--- src/bgd_pkg.sv ---
// Contract
// - no pulses before supply good reported
// - ramp duty through soft start at start
// - release mode pin, shutdown after 2.5us
// - pull mode low, enable after 5us (the code drives mode high in ccm, low only in dcm)
package bgd_pkg;
   // =====================================================
   // clock and timing
   // =====================================================
   localparam int CLK_PERIOD_NS = 4;
   localparam int SHUTDOWN_DELAY_NS = 2500;
   localparam int ENABLE_DELAY_NS = 5000;
   // least times, rounded up to whole cycles
   localparam int SHUTDOWN_CYC =
      (SHUTDOWN_DELAY_NS + CLK_PERIOD_NS - 1) / CLK_PERIOD_NS;
   localparam int ENABLE_CYC =
      (ENABLE_DELAY_NS + CLK_PERIOD_NS - 1) / CLK_PERIOD_NS;
   localparam int DLY_W = 12;

   // =====================================================
   // register map
   // =====================================================
   localparam logic [7:0] OFS_CTRL = 8'h00;
   localparam logic [7:0] OFS_PERIOD = 8'h04;
   localparam logic [7:0] OFS_DUTY = 8'h08;
   localparam logic [7:0] OFS_STEP = 8'h0C;
   localparam logic [7:0] OFS_STATUS = 8'h10;
   localparam int CTRL_RUN = 0;
   localparam int CTRL_CCM = 1;
   localparam int ST_STATE_LSB = 0;
   localparam int ST_SUPPLY = 3;
   localparam int ST_MODE_CCM = 4;
   localparam int ST_DUTY_LSB = 16;
   localparam logic [1:0] CTRL_RESET = 2'h0;
   localparam logic [15:0] PERIOD_RESET = 16'h00F9;
   localparam logic [15:0] DUTY_RESET = 16'h0000;
   localparam logic [15:0] STEP_RESET = 16'h0001;

   // =====================================================
   // types
   // =====================================================
   typedef enum logic [2:0] {
      ST_OFF = 3'b000,
      ST_WAKE = 3'b001,
      ST_SOFT = 3'b011,
      ST_RUN = 3'b010,
      ST_STOP = 3'b110
   } bgd_state_e;

   // pin bundle toward the power stage; oe low floats the pin
   typedef struct packed {
      logic pwm_o;
      logic pwm_oe;
      logic mode_o;
      logic mode_oe;
   } bgd_pins_s;
endpackage : bgd_pkg

--- src/bgd_host_ctrl.sv ---
// Added by the designer: the register offsets and the APB register port.
module bgd_host_ctrl import bgd_pkg::*; #(
   parameter int DUTY_W = 16
) (
   // clock and reset
   input wire logic pclk,
   input wire logic presetn,
   // apb slave
   input wire logic [7:0] paddr,
   input wire logic psel,
   input wire logic penable,
   input wire logic pwrite,
   input wire logic [31:0] pwdata,
   output logic [31:0] prdata,
   output logic pready,
   output logic pslverr,
   // power stage side
   input wire logic supply_good_pin,
   output bgd_pins_s pins
);
   generate
      if (DUTY_W < 2 || DUTY_W > 16) begin : g_bad_width
         $error("bgd_host_ctrl: DUTY_W must be 2..16");
      end
   endgenerate

   // =====================================================
   // supply good synchroniser
   // =====================================================
   logic sg_meta;
   logic sg_sync;
   always_ff @(posedge pclk or negedge presetn) begin
      if (!presetn) begin
         sg_meta <= 1'b0;
         sg_sync <= 1'b0;
      end else begin
         sg_meta <= supply_good_pin;
         sg_sync <= sg_meta;
      end
   end

   // =====================================================
   // register file
   // =====================================================
   logic [1:0] ctrl;
   logic [DUTY_W-1:0] period;
   logic [DUTY_W-1:0] duty_tgt;
   logic [DUTY_W-1:0] step;
   logic [1:0] next_ctrl;
   logic [DUTY_W-1:0] next_period;
   logic [DUTY_W-1:0] next_duty_tgt;
   logic [DUTY_W-1:0] next_step;
   logic [31:0] next_prdata;
   logic next_pready;
   logic next_pslverr;
   bgd_state_e state;
   bgd_state_e next_state;
   logic [DLY_W-1:0] dly;
   logic [DLY_W-1:0] next_dly;
   logic [DUTY_W-1:0] cur_duty;
   logic [DUTY_W-1:0] next_cur_duty;
   logic mode_ccm;
   logic next_mode_ccm;
   bgd_pins_s next_pins;
   logic gen_pwm;
   logic gen_end;
   logic gen_en;

   function automatic logic addr_ok(input logic [7:0] a);
      addr_ok = (a == OFS_CTRL) || (a == OFS_PERIOD) ||
                (a == OFS_DUTY) || (a == OFS_STEP) ||
                (a == OFS_STATUS);
   endfunction : addr_ok

   logic wr_take;
   assign wr_take = psel && penable && pready && pwrite;

   always_comb begin
      next_ctrl = ctrl;
      next_period = period;
      next_duty_tgt = duty_tgt;
      next_step = step;
      next_prdata = prdata;
      // error flag stands with pready only, never into the idle cycle
      next_pslverr = 1'b0;
      // pready is raised for the access phase only: one wait-free beat
      next_pready = psel && !penable;
      if (psel && !penable) begin
         next_pslverr = !addr_ok(paddr);
         next_prdata = 32'h0000_0000;
         if (!pwrite) begin
            case (paddr)
               OFS_CTRL: next_prdata[1:0] = ctrl;
               OFS_PERIOD: next_prdata[DUTY_W-1:0] = period;
               OFS_DUTY: next_prdata[DUTY_W-1:0] = duty_tgt;
               OFS_STEP: next_prdata[DUTY_W-1:0] = step;
               OFS_STATUS: begin
                  next_prdata[ST_STATE_LSB +: 3] = state;
                  next_prdata[ST_SUPPLY] = sg_sync;
                  next_prdata[ST_MODE_CCM] = mode_ccm;
                  next_prdata[ST_DUTY_LSB +: DUTY_W] = cur_duty;
               end
               default: next_prdata = 32'h0000_0000;
            endcase
         end
      end
      if (wr_take) begin
         case (paddr)
            OFS_CTRL: next_ctrl = pwdata[1:0];
            OFS_PERIOD: next_period = pwdata[DUTY_W-1:0];
            OFS_DUTY: next_duty_tgt = pwdata[DUTY_W-1:0];
            OFS_STEP: next_step = pwdata[DUTY_W-1:0];
            default: next_ctrl = ctrl;
         endcase
      end
   end

   always_ff @(posedge pclk or negedge presetn) begin
      if (!presetn) begin
         ctrl <= CTRL_RESET;
         period <= PERIOD_RESET[DUTY_W-1:0];
         duty_tgt <= DUTY_RESET[DUTY_W-1:0];
         step <= STEP_RESET[DUTY_W-1:0];
         prdata <= 32'h0000_0000;
         pready <= 1'b0;
         pslverr <= 1'b0;
      end else begin
         ctrl <= next_ctrl;
         period <= next_period;
         duty_tgt <= next_duty_tgt;
         step <= next_step;
         prdata <= next_prdata;
         pready <= next_pready;
         pslverr <= next_pslverr;
      end
   end

   // =====================================================
   // sequencer
   // =====================================================
   function automatic logic [DUTY_W-1:0] ramp(
      input logic [DUTY_W-1:0] cur,
      input logic [DUTY_W-1:0] stp,
      input logic [DUTY_W-1:0] tgt);
      logic [DUTY_W:0] sum;
      sum = {1'b0, cur} + {1'b0, stp};
      if (sum >= {1'b0, tgt}) begin
         ramp = tgt;
      end else begin
         ramp = sum[DUTY_W-1:0];
      end
   endfunction : ramp

   always_comb begin
      next_state = state;
      next_dly = dly;
      next_cur_duty = cur_duty;
      next_mode_ccm = mode_ccm;
      case (state)
         ST_OFF: begin
            next_cur_duty = '0;
            // pulses only once the stage reports its supply up
            if (ctrl[CTRL_RUN] && sg_sync) begin
               next_mode_ccm = ctrl[CTRL_CCM];
               next_dly = DLY_W'(ENABLE_CYC - 1);
               next_state = ST_WAKE;
            end
         end
         ST_WAKE: begin
            // the stage ignores pulses until its enable delay ends
            if (!ctrl[CTRL_RUN] || !sg_sync) begin
               next_dly = DLY_W'(SHUTDOWN_CYC - 1);
               next_state = ST_STOP;
            end else if (dly == '0) begin
               next_state = ST_SOFT;
            end else begin
               next_dly = dly - DLY_W'(1);
            end
         end
         ST_SOFT: begin
            if (!ctrl[CTRL_RUN] || !sg_sync) begin
               next_dly = DLY_W'(SHUTDOWN_CYC - 1);
               next_state = ST_STOP;
            end else if (cur_duty >= duty_tgt) begin
               next_cur_duty = duty_tgt;
               next_state = ST_RUN;
            end else if (gen_end) begin
               // one step per switching period limits in-rush
               next_cur_duty = ramp(cur_duty, step, duty_tgt);
            end
         end
         ST_RUN: begin
            if (!ctrl[CTRL_RUN] || !sg_sync) begin
               next_dly = DLY_W'(SHUTDOWN_CYC - 1);
               next_state = ST_STOP;
            end else if (gen_end) begin
               next_cur_duty = duty_tgt;
            end
         end
         ST_STOP: begin
            next_cur_duty = '0;
            // mode pin floated; no restart before shutdown settles
            if (dly == '0) begin
               next_state = ST_OFF;
            end else begin
               next_dly = dly - DLY_W'(1);
            end
         end
         default: begin
            next_state = ST_OFF;
            next_cur_duty = '0;
         end
      endcase
   end

   always_ff @(posedge pclk or negedge presetn) begin
      if (!presetn) begin
         state <= ST_OFF;
         dly <= '0;
         cur_duty <= '0;
         mode_ccm <= 1'b0;
      end else begin
         state <= next_state;
         dly <= next_dly;
         cur_duty <= next_cur_duty;
         mode_ccm <= next_mode_ccm;
      end
   end

   // =====================================================
   // pulse generator and pin drive
   // =====================================================
   assign gen_en = (state == ST_SOFT) || (state == ST_RUN);

   bgd_pwm_gen #(.WIDTH(DUTY_W)) u_pwm (
      .pclk(pclk),
      .presetn(presetn),
      .enable(gen_en),
      .period(period),
      .duty(cur_duty),
      .pwm(gen_pwm),
      .period_end(gen_end)
   );

   always_comb begin
      next_pins.pwm_o = 1'b0;
      next_pins.pwm_oe = 1'b0;
      next_pins.mode_o = 1'b0;
      next_pins.mode_oe = 1'b0;
      case (next_state)
         ST_WAKE: begin
            // drive the mode pin out of its window: high ccm, low dcm
            next_pins.mode_o = next_mode_ccm;
            next_pins.mode_oe = 1'b1;
         end
         ST_SOFT, ST_RUN: begin
            next_pins.mode_o = mode_ccm;
            next_pins.mode_oe = 1'b1;
            // pulse pin floats (both gates off) until switching starts
            next_pins.pwm_o = gen_pwm;
            next_pins.pwm_oe = 1'b1;
         end
         default: begin
            // floating mode pin is shutdown
            next_pins.mode_oe = 1'b0;
         end
      endcase
   end

   always_ff @(posedge pclk or negedge presetn) begin
      if (!presetn) begin
         pins <= '0;
      end else begin
         pins <= next_pins;
      end
   end
endmodule : bgd_host_ctrl

--- src/bgd_pwm_gen.sv ---
module bgd_pwm_gen import bgd_pkg::*; #(
   parameter int WIDTH = 16
) (
   // clock and reset
   input wire logic pclk,
   input wire logic presetn,
   // control
   input wire logic enable,
   input wire logic [WIDTH-1:0] period,
   input wire logic [WIDTH-1:0] duty,
   // outputs
   output logic pwm,
   output logic period_end
);
   generate
      if (WIDTH < 2) begin : g_bad_width
         $error("bgd_pwm_gen: WIDTH must be at least 2");
      end
   endgenerate

   logic [WIDTH-1:0] cnt;
   logic [WIDTH-1:0] next_cnt;
   logic next_pwm;
   logic next_period_end;

   // =====================================================
   // counter and compare
   // =====================================================
   always_comb begin
      next_cnt = '0;
      next_pwm = 1'b0;
      next_period_end = 1'b0;
      if (enable) begin
         if (cnt >= period) begin
            next_cnt = '0;
            next_period_end = 1'b1;
         end else begin
            next_cnt = cnt + WIDTH'(1);
         end
         // duty is sampled per cycle; the ramp only moves at wrap
         next_pwm = (next_cnt < duty);
      end
   end

   always_ff @(posedge pclk or negedge presetn) begin
      if (!presetn) begin
         cnt <= '0;
         pwm <= 1'b0;
         period_end <= 1'b0;
      end else begin
         cnt <= next_cnt;
         pwm <= next_pwm;
         period_end <= next_period_end;
      end
   end
endmodule : bgd_pwm_gen

--- config.mk ---
export PLATFORM = sky130hd
export DESIGN_NAME = bgd_host_ctrl
export DESIGN_NICKNAME = d
export VERILOG_FILES = /design/src/bgd_pkg.sv /design/src/bgd_host_ctrl.sv /design/src/bgd_pwm_gen.sv
export SDC_FILE = /design/constraint.sdc
export NUM_CORES = 1
export LEC_CHECK = 0
export BUFFER_PORTS_ARGS = -buffer_cell sky130_fd_sc_hd__buf_2
export CAP_MARGIN = 25
export CORE_MARGIN = 2
export CORE_UTILIZATION = 65
export CTS_CLUSTER_DIAMETER = 100
export CTS_CLUSTER_SIZE = 14
export DETAILED_ROUTE_END_ITERATION = 8
export PLACE_DENSITY = 0.86
export RECOVER_POWER = 100
export SYNTH_ARGS = -nofsm -noshare
export SYNTH_HDL_FRONTEND = slang
export SYNTH_SLANG_ARGS = --single-unit
--- constraint.sdc ---
create_clock -name pclk -period 11.58 [get_ports pclk]
set_clock_uncertainty 0.1 [all_clocks]
set_input_delay 1.158 -clock pclk [delete_from_list [all_inputs] [get_ports pclk]]
set_output_delay 1.158 -clock pclk [all_outputs]
set_load 0.01 [all_outputs]
==> metrics.txt, run 1 <==
outcome complete, but fails checks; failing checks capacitance limit, slew limit; register area share after synthesis 39.4%; Post CTS Setup Buffer Count 0; Synth Area in Adders 11.6%; Antenna Cells 0; die width 121 um; clock buffer depth 2; number of max-cap violations 2; 1st-pass router iterations 8; CTS H-tree lvls 4; FP Rows 42; Compound-Gate Fraction of Synth Area 19.6%; total wire length 23900 um; critical path peak fanout 17; Clock Latency Late Sink 0.44 ns; via count 7926; share of cells above drive strength 1 11.1%; Async SR Flop Fraction 100%; CTS tree done; count leader, synth dfrtp_1; Initial Util 67.0%; Post-synth top cells dfrtp_1 (133), ha_1 (81), nand2_1 (78); final instance area 9800 um^2; largest vdd supply drop 0.117 mV; Critical Path RT 11.80 ns; CTS Buf Count 17; Post-Synth XOR/XNOR Area 2.36%; Synth Area in Simple Gates 15.4%; clock period minus worst slack 5.32 ns; Syn. warnings 0; max-slew headroom at the worst pin -201%; total grt overflow 0; DRT iter0 DRCs 772; final hold vios 0; class of the worst hold path flip-flop to flip-flop; Synth area leaders dfrtp_1 (37%), ha_1 (11%), mux2_2 (4.6%); Leak Pwr 4.65 nW; final period utilization 45.9%; worst hold path cell count 0; synthesized instance count 954; Post-synth EDFFs 0; top_reg_cell synth dfrtp_1; FF+latch count, synth 140; largest family of logic cells by synthesized area compound AO/OA/AOI/OAI gates; worst path arrival time 5.54 ns; Fin Setup TNS 0 ns; sequential cell area 3510 um^2; pin count of the biggest net entering global routing 84; P&R area growth vs syn 10.0%; area of the multi-input gates 4920 um^2; CTS Hold Buffers Added 0; initial antenna violation count 0; Worst-Margin Slew 4.52 ns; GPL Wtd Cong 0.912; Top Ports 84; GRT Total Usage 34.0%; Root Buffer clkbuf_16; CTS resizes 0; RSZ-0062 raised after global routing no; antenna violation net count after detailed routing 0; number of fill cells in the layout 962; fin. max-slew vios 120; Power Dens Cells 127 nW/um^2; clk slew on worst S/H paths 0.06 ns; routed len/inst 19.9 um; number of nets in the final layout 1138; Die Ht 121 um; top cell type's share of synthesized area 37.4%; final hold slack 0.263 ns; core area 13300 um^2; Post-DP Area 9370 um^2; Avg Vias per Cell 6.61; largest area contributor in the netlist dfrtp_1; startpoint types flip-flop; # setup viols final 0; Buffers on Ports 67; syn avg cell area 9.34 um^2; fmax 0.188 GHz; number of global-route vias before repair 7621; cell area after synthesis 8910 um^2; DP HPWL 17300 um; Mapped Nets 1082; number of remaining DRC errors 0; cells on worst reg2reg path 16; first-pass GRT wire length 38500 um; clock sink count 140; multiplexer area fraction after synthesis 6.69%; Critical Path End Type flip-flop; Distinct cells, synth 75; die area 14700 um^2; WS Path Type flip-flop to flip-flop
[per-layer routing]
metal	vias up	GRT usage [%]	part of all wire, %	routed length, um
li1	3612	-	-	-
met1	3833	43.2	40	9560
met2	396	55.8	48	11400
met3	85	6.58	7.8	1870
met4	0	16.6	4.3	1040
met5	-	0	0	0
[worst paths after layout]
kind / startpoint / slack [ns] / end
min in group asynchronous: presetn / 2.23 / prdata[27]
worst max-delay path: step[0] / 6.26 / cur_duty[5]
max in group asynchronous: presetn / 6.60 / dly[4]
worst max register to register: step[0] / 6.26 / cur_duty[5]
worst min register to register: sg_meta / 0.26 / sg_sync
worst min-delay path: sg_meta / 0.26 / sg_sync
[power breakdown]
group	switching, W	total [W]	internal (W)
Combinational	0.000123	0.000195	0.0000729
Clock	0.000221	0.000500	0.000279
Sequential	0.0000367	0.000547	0.000510
[registers in the layout, indices dropped and copies added, names as in the netlist]
name / flops
mode_ccm: 1
step: 16
u_pwm.period_end: 1
pins: 4
pready: 1
pslverr: 1
sg_meta: 1
u_pwm.pwm: 1
prdata: 32
u_pwm.cnt: 16
cur_duty: 16
sg_sync: 1
dly: 12
state: 3
period: 16
ctrl: 2
duty_tgt: 16
[critical path: stages (launching register included)]
cell	delay (ns)
dfstp_2	0.55
ha_1	0.21
inv_1	0.07
fa_1	0.40
nor2b_1	0.18
o31a_1	0.24
o211ai_1	0.20
a2111o_1	0.44
o311ai_0	0.19
ha_1	0.37
a21o_1	0.16
a211oi_1	0.25
nand2_1	0.14
nor4_4	0.26
clkbuf_1	0.98
mux2i_1	0.34
o22ai_1	0.11
[cell usage in the layout (no fill, tap or decap), types with 21 or more instances in the layout]
master,instances
buf_2,28
nand3_1,22
a22o_1,21
o21ai_0,72
clkbuf_1,45
dfrtp_1,133
a21oi_1,58
ha_1,81
nand2_1,78
nor2_1,74
mux2_2,36
inv_1,68
nor3_1,34
[through the flow]
step | setup WS [ns] | utilization (%) | total power [W] | instances
global route | 5.65 | 73.7 | 0.00130 | 1199
detailed placement | 7.07 | 70.5 | 0.000758 | 1166
CTS | 6.99 | 74.6 | 0.00125 | 1198
finish | 6.26 | 73.7 | 0.00124 | 1199
floorplan | 7.43 | - | 0.000694 | 954
global placement | 7.20 | 70.3 | 0.000748 | 1164
[cell families (layout without fill, tap and decap cells)]
kind of cell    count (synthesis)  in the layout
mux                            55             55
xor+xnor                       24             24
compound gates                266            266
fa+ha+maj                      82             82
simple gates                  278            278
buf+inv                       109            178
flops                         140            140
[area by class of cell]
type	instances	share of cell area [%]
Multi-Input combinational cell	705	50.2
Inverter	69	2.64
Tap cell	176	2.25
Timing Repair Buffer	77	3.58
Sequential cell	140	35.8
Clock buffer	19	4.52
Clock inverter	13	0.971
No activity file was read; power rests on OpenSTA's default activity.
==> run 2, diff against run 1 <==
--- a/config.mk
+++ b/config.mk
@@ -8,11 +8,11 @@
 export BUFFER_PORTS_ARGS = -buffer_cell sky130_fd_sc_hd__buf_2
 export CAP_MARGIN = 25
 export CORE_MARGIN = 2
-export CORE_UTILIZATION = 65
+export CORE_UTILIZATION = 60
 export CTS_CLUSTER_DIAMETER = 100
 export CTS_CLUSTER_SIZE = 14
 export DETAILED_ROUTE_END_ITERATION = 8
-export PLACE_DENSITY = 0.86
+export PLACE_DENSITY = 0.81
 export RECOVER_POWER = 100
 export SYNTH_ARGS = -nofsm -noshare
 export SYNTH_HDL_FRONTEND = slang
==> constraint.sdc (replaced) <==
create_clock -name pclk -period 5.4 [get_ports pclk]
set_clock_uncertainty 0.1 [all_clocks]
set_input_delay 0.54 -clock pclk [delete_from_list [all_inputs] [get_ports pclk]]
set_output_delay 0.54 -clock pclk [all_outputs]
set_load 0.01 [all_outputs]
==> metrics.txt, run 2 (same netlist as run 1, synthesis figures left out) <==
class of the worst hold path input pin to flip-flop; die area 15800 um^2 (+8.1%); final hold vios 0 (unchanged); clock sink count 140 (unchanged); number of remaining DRC errors 0 (unchanged); Internal 0.00198 W (+130%); fmax 0.210 GHz (+12%); Hold Startpoint supply_good_pin; post-route setup slack 0.643 ns (-5.62 ns); Die Ht 126 um (+3.9%); total grt overflow 0 (unchanged); largest vdd supply drop 0.224 mV (+91%); final period utilization 88.1% (+42 points); register-to-register setup slack 0.64 ns (-5.62 ns); core area 14500 um^2 (+9.3%); area of the multi-input gates 4920 um^2 (unchanged); Switching Power 0.000784 W (+110%); commonest non-fill, non-tap cells in the layout dfrtp_1 (133), ha_1 (81), nand2_1 (78), nor2_1 (74), o21ai_0 (72); cells on worst reg2reg path 16 (unchanged); fin. max-slew vios 143 (+19%); number of max-cap violations 3 (+1); DRT iter0 DRCs 708 (-8.3%); Post CTS Setup Buffer Count 0 (unchanged); max reg flops 32 (unchanged); CTS Buf Count 17 (unchanged); Sequential Power Share 42.4% (-1.6 points); Logic pwr share 15.0% (-0.7 points); CTS resizes 0 (unchanged); CTS Hold Buffers Added 0 (unchanged); clk slew on worst S/H paths 0.06 ns (about the same); commonest non-fill, non-tap cell in the layout dfrtp_1; startpoint types flip-flop; Top Ports 84 (unchanged); Initial Util 61.3% (-5.7 points); # setup viols final 0 (unchanged); Critical R2R Capture cur_duty[4]; die width 126 um (+3.9%); failing checks capacitance limit, slew limit; Power Dens Cells 280 nW/um^2 (+120%); Worst Hold End sg_meta; Place WS 0.725 ns (-6.34 ns); Clock Latency Late Sink 0.43 ns (about the same); GPL Wtd Cong 0.956 (+4.8%); largest reg by FF count prdata; outcome complete, but fails checks; Final Util 68.0% (-5.7 points); max-slew headroom at the worst pin -174% (+27 points); Worst-Margin Slew 4.11 ns (-0.409 ns); Sw Ratio 28.4% (-2.3 points); reg2reg start step[0]; worst hold path cell count 1 (+1); Buffers on Ports 67 (unchanged); clock share of power 42.5% (+2.2 points); Fin Setup TNS 0 ns (unchanged); WS Path Type flip-flop to flip-flop; CTS H-tree lvls 4 (unchanged); FP Rows 44 (+4.8%); critical path peak fanout 11 (-6); clock period minus worst slack 4.76 ns (-0.563 ns); share of cells above drive strength 1 10.9% (-0.29 points); via count 7693 (-2.9%); DP HPWL 17000 um (-1.8%); sequential cell area 3510 um^2 (unchanged); CTS tree done; Critical Path RT 5.60 ns (-6.20 ns); routed len/inst 19.7 um (-1.2%); total chip power 0.00276 W (+120%); pin count of the biggest net entering global routing 90 (+7.1%); GRT Total Usage 30.6% (-3.4 points); number of fill cells in the layout 1193 (+24%); Critical Path End Type flip-flop; number of nets in the final layout 1138 (unchanged); antenna violation net count after detailed routing 0 (unchanged); clock buffer depth 2 (unchanged); first-pass GRT wire length 38200 um (-0.86%); Root Buffer clkbuf_16; P&R area growth vs syn 10.9%; worst path arrival time 4.96 ns (-0.58 ns); RSZ-0062 raised after global routing no; Antenna Cells 0 (unchanged); Leak Pwr 4.70 nW (+1.0%); number of global-route vias before repair 7382 (-3.1%); Avg Vias per Cell 6.37 (-3.6%); 1st-pass router iterations 7 (-1); initial antenna violation count 0 (unchanged); total wire length 23800 um (-0.53%)
run 2: changes by cell type in the layout (fill, tap and decap cells not counted):
cell | previous run | this run
buf_12 | 0 | 1
buf_4 | 3 | 5
buf_6 | 2 | 1
bufinv_16 | 0 | 2
clkbuf_1 | 45 | 46
clkbuf_8 | 1 | 4
clkdlybuf4s25_1 | 0 | 1
clkinv_2 | 3 | 2
clkinv_4 | 2 | 0
clkinvlp_4 | 6 | 2
inv_6 | 2 | 0
mux2_1 | 0 | 1
mux2_2 | 36 | 35
run 2: cell type report:
type | instances | area share, %
clock inverter | 6 | 0.861
inverter | 69 | 2.62
tap | 184 | 2.33
multi-input combinational | 705 | 49.8
sequential | 140 | 35.6
timing repair buffer | 77 | 3.78
clock buffer | 26 | 5.05
run 2: how the worst max path moves through the flow:
| stage | start | endpoint | cells after the start | slack (ns) |
|---|---|---|---|---|
| floorplan | step[0] | cur_duty[0] | 16 | 1.25 |
| global placement | step[0] | cur_duty[4] | 16 | 0.81 |
| detailed placement | cur_duty[0] | cur_duty[9] | 16 | 0.72 |
| CTS | cur_duty[0] | cur_duty[4] | 16 | 0.65 |
| global route | cur_duty[0] | cur_duty[4] | 16 | 0.27 |
| finish | step[0] | cur_duty[4] | 16 | 0.64 |
run 2: critical path, cell delays in order (launching register included):
cell and delay (ns):
dfstp_2 0.55, ha_1 0.20, inv_1 0.07, fa_1 0.39, nor2b_1 0.16, o31a_1 0.22
o211ai_1 0.20, a2111o_1 0.44, o311ai_0 0.17, ha_1 0.37, a21o_1 0.16, a211oi_1 0.22
nand2_1 0.12, nor4_4 0.66, buf_12 0.24, mux2i_1 0.24, o22ai_1 0.12
run 2: per-layer routing:
layer / vias to the layer above / track usage (%) / wire (um)
met2: 311 / 50.8 / 11400
met1: 3720 / 39.6 / 10200
met5: - / 0 / 0
li1: 3602 / - / -
met3: 60 / 6.67 / 1520
met4: 0 / 11.5 / 735
run 2: power groups by stage:
| stage | Sequential [W] | Combinational [W] | Clock (W) |
|---|---|---|---|
| finish | 0.00117 | 0.000415 | 0.00117 |
| global route | 0.00118 | 0.000465 | 0.00123 |
| CTS | 0.00117 | 0.000434 | 0.00118 |
| detailed placement | 0.00119 | 0.000429 | 0 |
| global placement | 0.00119 | 0.000416 | 0 |
| floorplan | 0.00116 | 0.000329 | 0 |
run 2: metrics by stage:
| step | cells | area (um^2) | hold WS, ns |
|---|---|---|---|
| floorplan | 954 | 8910 | 0.144 |
| global placement | 1173 | 9380 | 0.251 |
| detailed placement | 1174 | 9390 | 0.241 |
| CTS | 1206 | 9980 | 0.112 |
| global route | 1207 | 9880 | 0.112 |
| finish | 1207 | 9880 | 0.123 |
